## src/hdl/reset_start_pkg.sv

```systemverilog
// Function
// - After clear release, nine cycles configure every port output type first.
// - Only after configuration does the program counter load zero and fetching start.
// - While chip clear is low, every port output is forced to open drain, except port zero in programming mode.
// - Chip clear low during hold standby keeps standby and restarts no configuration; port types still clear to open drain.
// - Port zero lines work as input or output, whole nibble or single line.
// - Each port zero line is selectable alone as halt release input.
// - In programming mode port zero lines serve as memory data lines.
// - In hold standby, raising the standby pin restarts the processor.
`default_nettype none
package reset_start_pkg;

    localparam int          CONFIG_CYCLES = 9;
    localparam logic [13:0] OPTION_BASE   = 14'h3FF0;
    localparam logic [13:0] START_PC      = 14'h0000;
    localparam logic [3:0]  CNT_ZERO      = 4'h0;
    localparam logic [3:0]  CNT_LAST      = 4'(CONFIG_CYCLES - 1);

    typedef enum logic [3:0] {
        ST_CLEAR  = 4'h1,
        ST_CONFIG = 4'h2,
        ST_RUN    = 4'h4,
        ST_HOLD   = 4'h8
    } seq_state_t;

    typedef struct packed {
        logic [3:0] out_val;
        logic [3:0] out_en;
    } port_drive_t;

endpackage
`default_nettype wire

```

## src/hdl/reset_start_sequencer.sv

```systemverilog
`timescale 1ns/1ps
`default_nettype none
module reset_start_sequencer #(
    parameter int NUM_PORTS = 9
) (
    input  wire logic                        clk,
    input  wire logic                        srst,
    input  wire logic                        chip_clear_pin_n,
    input  wire logic                        standby_control_pin,
    input  wire logic                        hold_request,
    input  wire logic                        prog_mode,
    input  wire logic [7:0]                  option_data,
    output logic [13:0]                      option_addr,
    output logic [NUM_PORTS-1:0]             port_type_cmos,
    output logic                             cpu_run,
    output logic                             pc_load,
    output logic [13:0]                      pc_value,
    output logic                             in_hold,
    input  wire logic [3:0]                  p0_wr_data,
    input  wire logic [3:0]                  p0_wr_mask,
    input  wire logic                        p0_wr,
    input  wire logic [3:0]                  p0_dir_out,
    input  wire logic [3:0]                  halt_release_sel,
    input  wire logic [3:0]                  prog_data_out,
    input  wire logic                        prog_data_oe,
    input  wire logic [3:0]                  port_zero_in,
    output reset_start_pkg::port_drive_t     port_zero_drive,
    output logic [3:0]                       port_zero_read,
    output logic                             halt_release
);

    // =========================================================
    // Parameter check.
    if (NUM_PORTS < 1 || NUM_PORTS > reset_start_pkg::CONFIG_CYCLES)
    begin : g_bad_ports
        $error("NUM_PORTS must be 1 to the number of configuration cycles.");
    end

    // =========================================================
    // Sequencer state.
    reset_start_pkg::seq_state_t state_r;
    reset_start_pkg::seq_state_t state_nxt;
    logic [3:0]                  cnt_r;

    always_comb
    begin
        state_nxt = state_r;
        case (state_r)
            reset_start_pkg::ST_CLEAR:
                if (chip_clear_pin_n)
                    state_nxt = reset_start_pkg::ST_CONFIG;
            reset_start_pkg::ST_CONFIG:
                if (!chip_clear_pin_n)
                    state_nxt = reset_start_pkg::ST_CLEAR;
                else if (cnt_r == reset_start_pkg::CNT_LAST)
                    state_nxt = reset_start_pkg::ST_RUN;
            reset_start_pkg::ST_RUN:
                if (!chip_clear_pin_n)
                    state_nxt = reset_start_pkg::ST_CLEAR;
                else if (hold_request && !standby_control_pin)
                    state_nxt = reset_start_pkg::ST_HOLD;
            reset_start_pkg::ST_HOLD:
                if (standby_control_pin)
                    state_nxt = reset_start_pkg::ST_RUN;
            default:
                state_nxt = reset_start_pkg::ST_CLEAR;
        endcase
    end

    always_ff @(posedge clk)
    begin
        if (srst)
            state_r <= reset_start_pkg::ST_CLEAR;
        else
            state_r <= state_nxt;
    end

    // =========================================================
    // Cycle counter.
    always_ff @(posedge clk)
    begin
        if (srst || state_r != reset_start_pkg::ST_CONFIG || !chip_clear_pin_n)
            cnt_r <= reset_start_pkg::CNT_ZERO;
        else if (cnt_r != reset_start_pkg::CNT_LAST)
            cnt_r <= cnt_r + 4'h1;
    end

    // =========================================================
    // Option load and program start.
    logic [3:0] cfg_index;

    always_comb
    begin
        cfg_index = reset_start_pkg::CNT_ZERO;
        if (state_r == reset_start_pkg::ST_CONFIG && state_nxt == reset_start_pkg::ST_CONFIG)
            cfg_index = cnt_r + 4'h1;
    end

    always_ff @(posedge clk)
    begin
        if (srst)
            option_addr <= reset_start_pkg::OPTION_BASE;
        else
            option_addr <= reset_start_pkg::OPTION_BASE + {10'h000, cfg_index};
    end

    always_ff @(posedge clk)
    begin
        if (srst || !chip_clear_pin_n || state_nxt == reset_start_pkg::ST_CLEAR)
            port_type_cmos <= '0;
        else if (state_r == reset_start_pkg::ST_CONFIG && int'(cnt_r) < NUM_PORTS)
            port_type_cmos[cnt_r] <= option_data[0];
    end

    always_ff @(posedge clk)
    begin
        if (srst)
        begin
            cpu_run  <= 1'b0;
            pc_load  <= 1'b0;
            pc_value <= reset_start_pkg::START_PC;
            in_hold  <= 1'b0;
        end
        else
        begin
            cpu_run  <= state_nxt == reset_start_pkg::ST_RUN;
            pc_load  <= state_r == reset_start_pkg::ST_CONFIG
                        && state_nxt == reset_start_pkg::ST_RUN;
            pc_value <= reset_start_pkg::START_PC;
            in_hold  <= state_nxt == reset_start_pkg::ST_HOLD;
        end
    end

    // =========================================================
    // Port zero.
    logic [3:0] p0_latch_r;

    always_ff @(posedge clk)
    begin
        if (srst)
            p0_latch_r <= 4'hF;
        else if (p0_wr)
            p0_latch_r <= (p0_latch_r & ~p0_wr_mask) | (p0_wr_data & p0_wr_mask);
    end

    always_ff @(posedge clk)
    begin
        if (srst)
        begin
            port_zero_drive <= '0;
            port_zero_read  <= 4'h0;
            halt_release    <= 1'b0;
        end
        else
        begin
            port_zero_read <= port_zero_in;
            halt_release   <= |(halt_release_sel & ~port_zero_in);
            if (prog_mode)
            begin
                port_zero_drive.out_val <= prog_data_out;
                port_zero_drive.out_en  <= {4{prog_data_oe}};
            end
            else if (!chip_clear_pin_n || state_nxt == reset_start_pkg::ST_CLEAR
                     || !port_type_cmos[0])
            begin
                port_zero_drive.out_val <= 4'h0;
                port_zero_drive.out_en  <= p0_dir_out & ~p0_latch_r;
            end
            else
            begin
                port_zero_drive.out_val <= p0_latch_r;
                port_zero_drive.out_en  <= p0_dir_out;
            end
        end
    end

    // =========================================================
    // Checks and start, hold and re-clear coverage.
    logic [3:0] clr_run_r;

    always_ff @(posedge clk)
    begin
        if (srst || !chip_clear_pin_n)
            clr_run_r <= reset_start_pkg::CNT_ZERO;
        else if (!(&clr_run_r))
            clr_run_r <= clr_run_r + 4'h1;
    end

    config_len_a: assert property (@(posedge clk) disable iff (srst)
        $rose(pc_load) |-> clr_run_r == reset_start_pkg::CNT_LAST + 4'h2)
        else $error("Program start came before nine configuration cycles.");
    pc_zero_a: assert property (@(posedge clk) disable iff (srst)
        pc_load |-> pc_value == 14'h0000 && cpu_run)
        else $error("Program counter not zero at start.");
    od_clear_a: assert property (@(posedge clk) disable iff (srst)
        !chip_clear_pin_n |=> port_type_cmos == '0)
        else $error("Port left push-pull during clear.");
    hold_keep_a: assert property (@(posedge clk) disable iff (srst)
        in_hold && !standby_control_pin |=> in_hold)
        else $error("Hold standby left without standby pin.");
    hold_wake_a: assert property (@(posedge clk) disable iff (srst)
        in_hold && standby_control_pin |=> cpu_run)
        else $error("Processor not restarted from hold.");
    cnt_clear_a: assert property (@(posedge clk) disable iff (srst)
        !chip_clear_pin_n |=> cnt_r == 4'h0)
        else $error("Counter not restarted by clear.");
    prog_data_a: assert property (@(posedge clk) disable iff (srst)
        prog_mode |=> port_zero_drive.out_val == $past(prog_data_out))
        else $error("Port zero not carrying memory data.");
    halt_rel_a: assert property (@(posedge clk) disable iff (srst)
        halt_release_sel == 4'h0 |=> !halt_release)
        else $error("Halt release from unselected line.");
    start_c: cover property (@(posedge clk) disable iff (srst) $rose(pc_load));
    hold_c: cover property (@(posedge clk) disable iff (srst) $fell(in_hold));
    reclear_c: cover property (@(posedge clk) disable iff (srst)
        state_r == reset_start_pkg::ST_CONFIG && !chip_clear_pin_n);

    // =========================================================
    // Coverage.
    prog_c: cover property (@(posedge clk) disable iff (srst) prog_mode && prog_data_oe);
    halt_c: cover property (@(posedge clk) disable iff (srst) $rose(halt_release));

endmodule
`default_nettype wire

```

## config.mk

```make
export PLATFORM = sky130hd
export DESIGN_NAME = reset_start_sequencer
export DESIGN_NICKNAME = d
export VERILOG_FILES = /design/src/hdl/reset_start_pkg.sv /design/src/hdl/reset_start_sequencer.sv
export SDC_FILE = /design/constraint.sdc
export NUM_CORES = 1
export LEC_CHECK = 0
export BUFFER_PORTS_ARGS = -buffer_cell sky130_fd_sc_hd__buf_2
export CELL_PAD_IN_SITES_DETAIL_PLACEMENT = 0
export CELL_PAD_IN_SITES_GLOBAL_PLACEMENT = 1
export CORE_AREA = 2 2 81 83
export DETAILED_ROUTE_END_ITERATION = 10
export DIE_AREA = 0 0 83 85
export MAX_ROUTING_LAYER = met4
export PLACE_DENSITY = 0.85
export SLEW_MARGIN = 30
export SYNTH_ARGS = -nofsm -noshare
export SYNTH_HDL_FRONTEND = slang
export SYNTH_SLANG_ARGS = --single-unit
```

## constraint.sdc

```tcl
create_clock -name clk -period 1.8 [get_ports clk]
set_input_delay 0.27 -clock clk [delete_from_list [all_inputs] [get_ports clk]]
set_output_delay 0.27 -clock clk [all_outputs]
set_load 0.1 [all_outputs]
```

==> results of run 1 <==
how the worst min path moves through the flow:
stage                   startpoint                 to  slack, ns  cells after the start
4_1_cts        standby_control_pin            in_hold       0.18                      2
2_1_floorplan  standby_control_pin            in_hold       0.35                      1
3_5_place_dp     port_type_cmos[2]  port_type_cmos[2]       0.47                      2
3_3_place_gp     port_type_cmos[1]  port_type_cmos[1]       0.47                      2
5_1_grt        standby_control_pin         state_r[3]       0.19                      2
6_report       standby_control_pin            in_hold       0.19                      2
where the power goes:
part / switching, uW / internal, uW
registers: 12.4 / 930
logic: 405 / 75.0
clock network: 309 / 452
total: 726 / 1460
cells in the final DEF, fill, tap and decap left out, types with 2 or more instances in the layout:
cell and n:
clkbuf_8 6, nand2b_1 4, and3b_1 2, a32o_1 4, nand3_1 2, a21boi_0 4, o41ai_2 4, nand4b_1 5
inv_1 9, xnor2_1 2, o21ai_0 5, a31oi_1 3, nor2_1 12, nor3_1 6, a21oi_1 5, dfxtp_1 40
buf_4 10, nand2_1 4, xor2_1 2, o22ai_1 6, nand3b_1 5, nor2b_1 10, buf_2 61, nand4_1 4
ha_1 5, conb_1 24, a211oi_1 9, a311o_1 4
registers in the layout, indices dropped and copies added (netlist names), named ones only:
name,count
port_zero_read,4
cpu_run,1
in_hold,1
port_zero_drive,8
state_r,4
cnt_r,4
pc_load,1
halt_release,1
port_type_cmos,9
option_addr,4
worst max-delay path, stage by stage, from the launching register on:
cell and delay, ns:
dfxtp_1 0.36, or4b_1 0.73, o41ai_2 0.28, a211oi_1 0.11
cell families after synthesis:
group                      after synthesis  synth area share [%]
DFF                                     41                  40.5
xor gates and xnor gates                 4                  1.73
buffers and inverters                   47                  14.5
and+or+nand+nor                         63                  19.3
AOI/OAI and AO/OA                       50                  20.1
muxes                                    1                 0.494
adders and majority gates                5                  3.09
other                                    2                 0.371
routing by layer:
metal,routed length (um),share of wire (%),vias up,global-route usage (%)
li1,-,-,839,-
met1,2000,47,762,15.8
met2,1960,46,64,18.6
met3,238,5.6,6,2.72
met4,59,1.4,0,4.92
met5,0,0,-,-
layout make-up:
type,instances,share of cell area [%]
multi-input cells,147,40.7
flip-flops and latches,41,33.6
repair buffers,71,15.6
well taps,77,3.94
clock buffers,7,3.53
inverters,9,1.38
clock inverters,1,1.23
per-stage QoR:
stage | util, % | total power [uW]
floorplan | - | 1410
global placement | 37.5 | 1440
detailed placement | 37.5 | 1440
CTS | 39.4 | 2210
global route | 39.4 | 2270
finish | 39.4 | 2180
==> flow_summary.json, run 1 <==
{
  "synthTopCellsByArea": "dfxtp_1, buf_4, a211oi_1, o41ai_2, ha_1",
  "synth_area_um2": 2030,
  "wl_per_cell_um": 12.0,
  "postCtsResizedCells": 0,
  "drt_iter0_markers": 54,
  "synth_most_common_cell": "dfxtp_1",
  "setup_tns_ns": 0,
  "grt_max_degree": 16,
  "wirelength_um": 4250,
  "path_max_fanout": 8,
  "cts_buffers": 5,
  "fin_skew_ns": 0.00332,
  "syn_inst": 213,
  "cellPowerDensity_nw_per_um2": 894,
  "fin_cells": 353,
  "io_pins": 93,
  "ys_ff_latch": 41,
  "dp_cells": 345,
  "place_area_um2": 2330,
  "die_area_um2": 7060,
  "postSynth.asyncResetShare_pct": 0,
  "setup_viol": 0,
  "coreArea_um2": 6200,
  "timing.rr.start": "state_r[0]",
  "final_hold_viol_count": 0,
  "grt_pass1_vias": 1450,
  "cp_data_arrival_time_ns": 1.77,
  "die_h_um": 85,
  "remaining_drc_errors": 0,
  "ys_warn_count": 0,
  "worst_slack_ns": 0.192,
  "path_clk_slew_ns": 0.08,
  "crit_required_ns": 1.96,
  "initial_utilization_pct": 32.6,
  "cts_max_level": 2,
  "num_vias": 1671,
  "rrSetupSlack_ns": 0.19,
  "cts_tree": "built",
  "clk_latency_ns": 0.29,
  "rsz0062_at_grt": "no",
  "antenna_found_initial": 0,
  "yosys.area.top_type": "dfxtp_1",
  "io_buffers": 61,
  "endpoint": "port_type_cmos[2]",
  "synth_seq_area_share_pct": 40.5,
  "cap_violations": 0,
  "dp_hpwl_um": 3210,
  "fin_area_um2": 2440,
  "crit_start": "state_r[0]",
  "gp_congestion": 0.775,
  "ys.flop_type": "dfxtp_1",
  "multi_input_area_um2": 995,
  "root_buffer": "clkbuf_8",
  "path_class": "reg -> reg",
  "drive_gt1_share_pct": 31.2,
  "period_share_pct": 89.3,
  "crit_path_end_kind": "register",
  "r2r_end": "port_type_cmos[2]",
  "dr.pass1.iters": 4,
  "die_x_um": 83,
  "ant_nets": 0,
  "min_period_ns": 1.61,
  "syn_to_final_growth_pct": 20.6,
  "postCtsSetupRepairBufs": 0,
  "slew_violations": 0,
  "final-seq-area_um2": 822,
  "max_freq_mhz": 622,
  "hold_buffers": 0,
  "via_per_inst": 4.73,
  "fp-row-count": 29,
  "cts.path.max_buffers": 2,
  "synth.top_cell.area_share_pct": 40.5,
  "grt-ovfl-total": 0,
  "fillers": 638,
  "final_nets": 320,
  "dpl_worst_slack_ns": 0.206,
  "r2r_cells": 3,
  "hold-worst-slack_ns": 0.187,
  "ir_drop_uv": 343,
  "synth-edff-count": 0,
  "clock-sinks": 41,
  "min_path_type": "in -> reg",
  "grt_pass1_wl_um": 6840,
  "leakage_uw": 0.00105,
  "outcome": "finished, final reports clean",
  "startpoint_type": "register",
  "diodes": 0,
  "yosys-top-cells-count": "dfxtp_1, buf_4, nor2_1",
  "track_usage_pct": 12.2,
  "yosys.cell_types.count": 46,
  "synth_area_per_cell_um2": 9.51
}
No activity file was read; power rests on OpenSTA's default activity.
==> inputs of run 2 (changes only) <==
PLACE_DENSITY = 0.75   (was 0.85)
==> flow_summary.json, run 2 (same netlist as run 1, synthesis figures left out) <==
{
  "outcome": "finished, final reports clean",
  "ir_drop_uv": 322,
  "finalPower_uw": 2190,
  "remaining_drc_errors": 0,
  "final_cell_mix": "buf_2, dfxtp_1, conb_1",
  "cp_cell_sequence": "or4b_1 -> o41ai_2 -> a211oi_1",
  "top_register": "port_type_cmos",
  "via_per_inst": 4.61,
  "dp_hpwl_um": 3180,
  "grt_pass1_wl_um": 6910,
  "antenna_found_initial": 0,
  "final-seq-area_um2": 822,
  "utilization_pct": 39.5,
  "fp-row-count": 29,
  "hold-worst-slack_ns": 0.182,
  "hold_buffers": 0,
  "slowest_delay_ns": 0.74,
  "io_pins": 93,
  "crit_required_ns": 1.96,
  "cts_buffers": 5,
  "wirelength_um": 4280,
  "diodes": 0,
  "wl_per_cell_um": 12.1,
  "rsz0062_at_grt": "no",
  "largest_register_ffs": 9,
  "syn_to_final_growth_pct": 21.0,
  "period_share_pct": 89.1,
  "crit_buf_inv": 0,
  "slew_violations": 0,
  "grt-ovfl-total": 0,
  "track_usage_pct": 12.5,
  "final_hold_viol_count": 0,
  "cts.path.max_buffers": 2,
  "grt_pass1_vias": 1474,
  "min_period_ns": 1.60,
  "dr.pass1.iters": 4,
  "gp_congestion": 0.773,
  "cellPowerDensity_nw_per_um2": 894,
  "io_buffers": 61,
  "crit_slowest_cell": "or4b_1",
  "final_nets": 321,
  "cts_tree": "built",
  "initial_utilization_pct": 32.6,
  "setup_viol": 0,
  "crit_path_end_kind": "register",
  "path_max_fanout": 8,
  "max_freq_mhz": 623,
  "leakage_uw": 0.00106,
  "clk_latency_ns": 0.29,
  "coreArea_um2": 6200,
  "num_vias": 1631,
  "startpoint_type": "register",
  "setup_tns_ns": 0,
  "layout_commonest_cell": "buf_2",
  "postCtsResizedCells": 0,
  "grt_max_degree": 17,
  "fillers": 647,
  "path_clk_slew_ns": 0.08,
  "die_x_um": 83,
  "ant_nets": 0,
  "min_path_type": "in -> reg",
  "fin_skew_ns": 0.00286,
  "reg_top3": "port_type_cmos: 9 flops, port_zero_drive: 8 flops",
  "cts_max_level": 2,
  "cp_data_arrival_time_ns": 1.76,
  "path_class": "reg -> reg",
  "multi_input_area_um2": 995,
  "postCtsSetupRepairBufs": 0,
  "clock-sinks": 41,
  "die_area_um2": 7060,
  "die_h_um": 85,
  "path_delay_family": "simple AND/OR/NAND/NOR gates",
  "drt_iter0_markers": 45,
  "cap_violations": 0,
  "drive_gt1_share_pct": 31.4,
  "root_buffer": "clkbuf_8"
}
run 2: changes by cell type in the layout (fill, tap and decap cells not counted), sizes merged:
cell,before,now
buf,71,72
run 2: per-stage QoR:
stage	cell area [um2]	setup slack, ns	std cells
3_3_place_gp	2330	0.231	346
2_1_floorplan	2110	0.305	235
5_1_grt	2450	0.0824	354
3_5_place_dp	2330	0.210	346
4_1_cts	2450	0.185	354
6_report	2450	0.196	354
run 2: layer usage:
layer | track usage, % | vias up | wire (um)
met4 | 4.92 | 0 | 58
li1 | - | 846 | -
met5 | - | - | 0
met2 | 19.0 | 45 | 1990
met3 | 2.92 | 4 | 192
met1 | 16.1 | 736 | 2040
run 2: worst reg2reg max path, cell delays in order (launching register included):
cell,delay (ns)
dfxtp_1,0.36
or4b_1,0.74
o41ai_2,0.27
a211oi_1,0.11
run 2: area by class of cell:
class                   instances  area share, %
inverters                       9           1.38
clock inverters                 1           1.23
repair buffers                 72           15.8
clock buffers                   7           3.52
multi-input cells             147           40.6
flip-flops and latches         41           33.5
well taps                      77           3.93
run 2: worst paths after layout:
kind,from,endpoint,slack (ns),depth (start not counted)
max,state_r[0],port_type_cmos[1],0.20,3
min,standby_control_pin,state_r[3],0.18,2
max reg2reg,state_r[0],port_type_cmos[1],0.20,3
min reg2reg,port_type_cmos[2],port_type_cmos[2],0.48,2
run 2: power breakdown:
group | internal (uW) | switching, uW | leakage [uW]
clock | 452 | 313 | 0.0000585
sequential | 930 | 12.5 | 0.000335
combinational | 77.7 | 405 | 0.000664
total | 1460 | 731 | 0.00106
==> inputs of run 3 (changes only) <==
CORE_AREA = 2 2 86 88   (was 2 2 81 83)
DIE_AREA = 0 0 88 90   (was 0 0 83 85)
PLACE_DENSITY = 0.7   (was 0.75)
clock period = 1.3 ns   (was 1.8 ns; I/O delays follow)
==> flow_summary.json, run 3 (same netlist as run 1, synthesis figures left out) <==
{
  "outcome": "finished, violations left",
  "violations": "negative setup slack",
  "setup_viol": 17,
  "die_h_um": 90,
  "diodes": 0,
  "largest_register_ffs": 9,
  "cp_cell_sequence": "buf_6 -> nor4b_4 -> buf_4 -> a221o_1 -> a32o_1",
  "grt_max_degree": 19,
  "fillers": 709,
  "crit_buf_inv": 2,
  "path_clk_slew_ns": 0.07,
  "final_hold_viol_count": 0,
  "rsz0062_at_grt": "yes",
  "grt_pass1_vias": 1490,
  "wirelength_um": 4740,
  "min_period_ns": 1.46,
  "final-seq-area_um2": 845,
  "worst_slack_ns": -0.158,
  "fin_cells": 388,
  "remaining_drc_errors": 0,
  "crit_start": "state_r[3]",
  "num_vias": 1728,
  "period_share_pct": 112,
  "hold_buffers": 0,
  "rrSetupSlack_ns": -0.16,
  "io_buffers": 61,
  "utilization_pct": 39.4,
  "fp-row-count": 31,
  "dp_cells": 378,
  "antenna_found_initial": 0,
  "slew_headroom_pct": 66.4,
  "cap_violations": 0,
  "cts_max_level": 2,
  "final_nets": 335,
  "cellPowerDensity_nw_per_um2": 1000,
  "hold-worst-slack_ns": 0.100,
  "syn_to_final_growth_pct": 36.4,
  "crit_required_ns": 1.53,
  "multi_input_area_um2": 1130,
  "max_freq_mhz": 686,
  "drt_iter0_markers": 53,
  "io_pins": 93,
  "final_cell_mix": "buf_2, dfxtp_1, conb_1",
  "cp_data_arrival_time_ns": 1.69,
  "min_path_type": "in -> reg",
  "timing.rr.start": "state_r[3]",
  "ant_nets": 0,
  "dr.pass1.iters": 4,
  "tightestPinTransition_ns": 0.504,
  "track_usage_pct": 11.8,
  "reg_top3": "port_type_cmos: 9 flops, port_zero_drive: 8 flops",
  "leakage_uw": 0.00116,
  "root_buffer": "clkbuf_8",
  "cts_tree": "built",
  "die_area_um2": 7920,
  "crit_slowest_cell": "dfxtp_4",
  "ir_drop_uv": 465,
  "gp_congestion": 0.841,
  "slowest_delay_ns": 0.36,
  "wl_per_cell_um": 12.2,
  "path_delay_family": "flip-flops",
  "path_class": "reg -> reg",
  "cts.path.max_buffers": 2,
  "top_register": "port_type_cmos",
  "die_x_um": 88,
  "via_per_inst": 4.45,
  "clk_latency_ns": 0.28,
  "layout_commonest_cell": "buf_2",
  "drive_gt1_share_pct": 45.0,
  "initial_utilization_pct": 28.9,
  "coreArea_um2": 7020,
  "startpoint_type": "register",
  "crit_path_end_kind": "register",
  "hold_start": "standby_control_pin",
  "dp_hpwl_um": 3410,
  "clock-sinks": 41,
  "fin_skew_ns": 0.00501,
  "grt-ovfl-total": 0,
  "grt_pass1_wl_um": 7220,
  "slew_violations": 0,
  "path_max_fanout": 6,
  "cts_buffers": 5
}
## run 3: what timing repair did
item                                    CTS  global route
cloned                                    2             0
buffers inserted                          1             3
pin swaps                                 9            14
gates resized for setup                  11            26
endpoints found under the setup margin   19            27
## run 3: area by class of cell
class / count / area share (%)
clock buffers: 5 / 2.49
clock inverters: 1 / 0.181
inverters: 9 / 1.22
multi-input cells: 147 / 40.8
flip-flops and latches: 41 / 30.6
well taps: 99 / 4.48
repair buffers: 86 / 20.3
## run 3: worst paths after layout
| path | cells past startpoint | endpoint |
|---|---|---|
| worst max register to register | 5 | port_zero_drive[5] |
| worst min register to register | 2 | port_type_cmos[3] |
| worst max-delay path | 5 | port_zero_drive[5] |
| worst min-delay path | 2 | state_r[3] |
## run 3: routing by layer
layer  global-route usage, %  routed length [um]  part of all wire [%]
met5                       -                   0                     0
met4                    4.23                  63                   1.3
met3                    2.75                 214                   4.5
met2                    16.8                2240                    47
met1                    16.2                2230                    47
## run 3: power breakdown
group / total, uW / switching [uW] / internal, uW
sequential: 1300 / 15.3 / 1280
clock: 755 / 401 / 353
combinational: 712 / 582 / 130
total: 2770 / 998 / 1770
## run 3: metrics by stage
stage / setup TNS [ns] / power, uW / setup WS (ns) / instance area, um2
floorplan: -0.955 / 1950 / -0.138 / 2130
global placement: -1.39 / 2010 / -0.133 / 2500
detailed placement: -1.81 / 2010 / -0.170 / 2500
CTS: -1.73 / 2800 / -0.160 / 2630
global route: -2.97 / 2890 / -0.212 / 2760
finish: -1.93 / 2770 / -0.158 / 2760
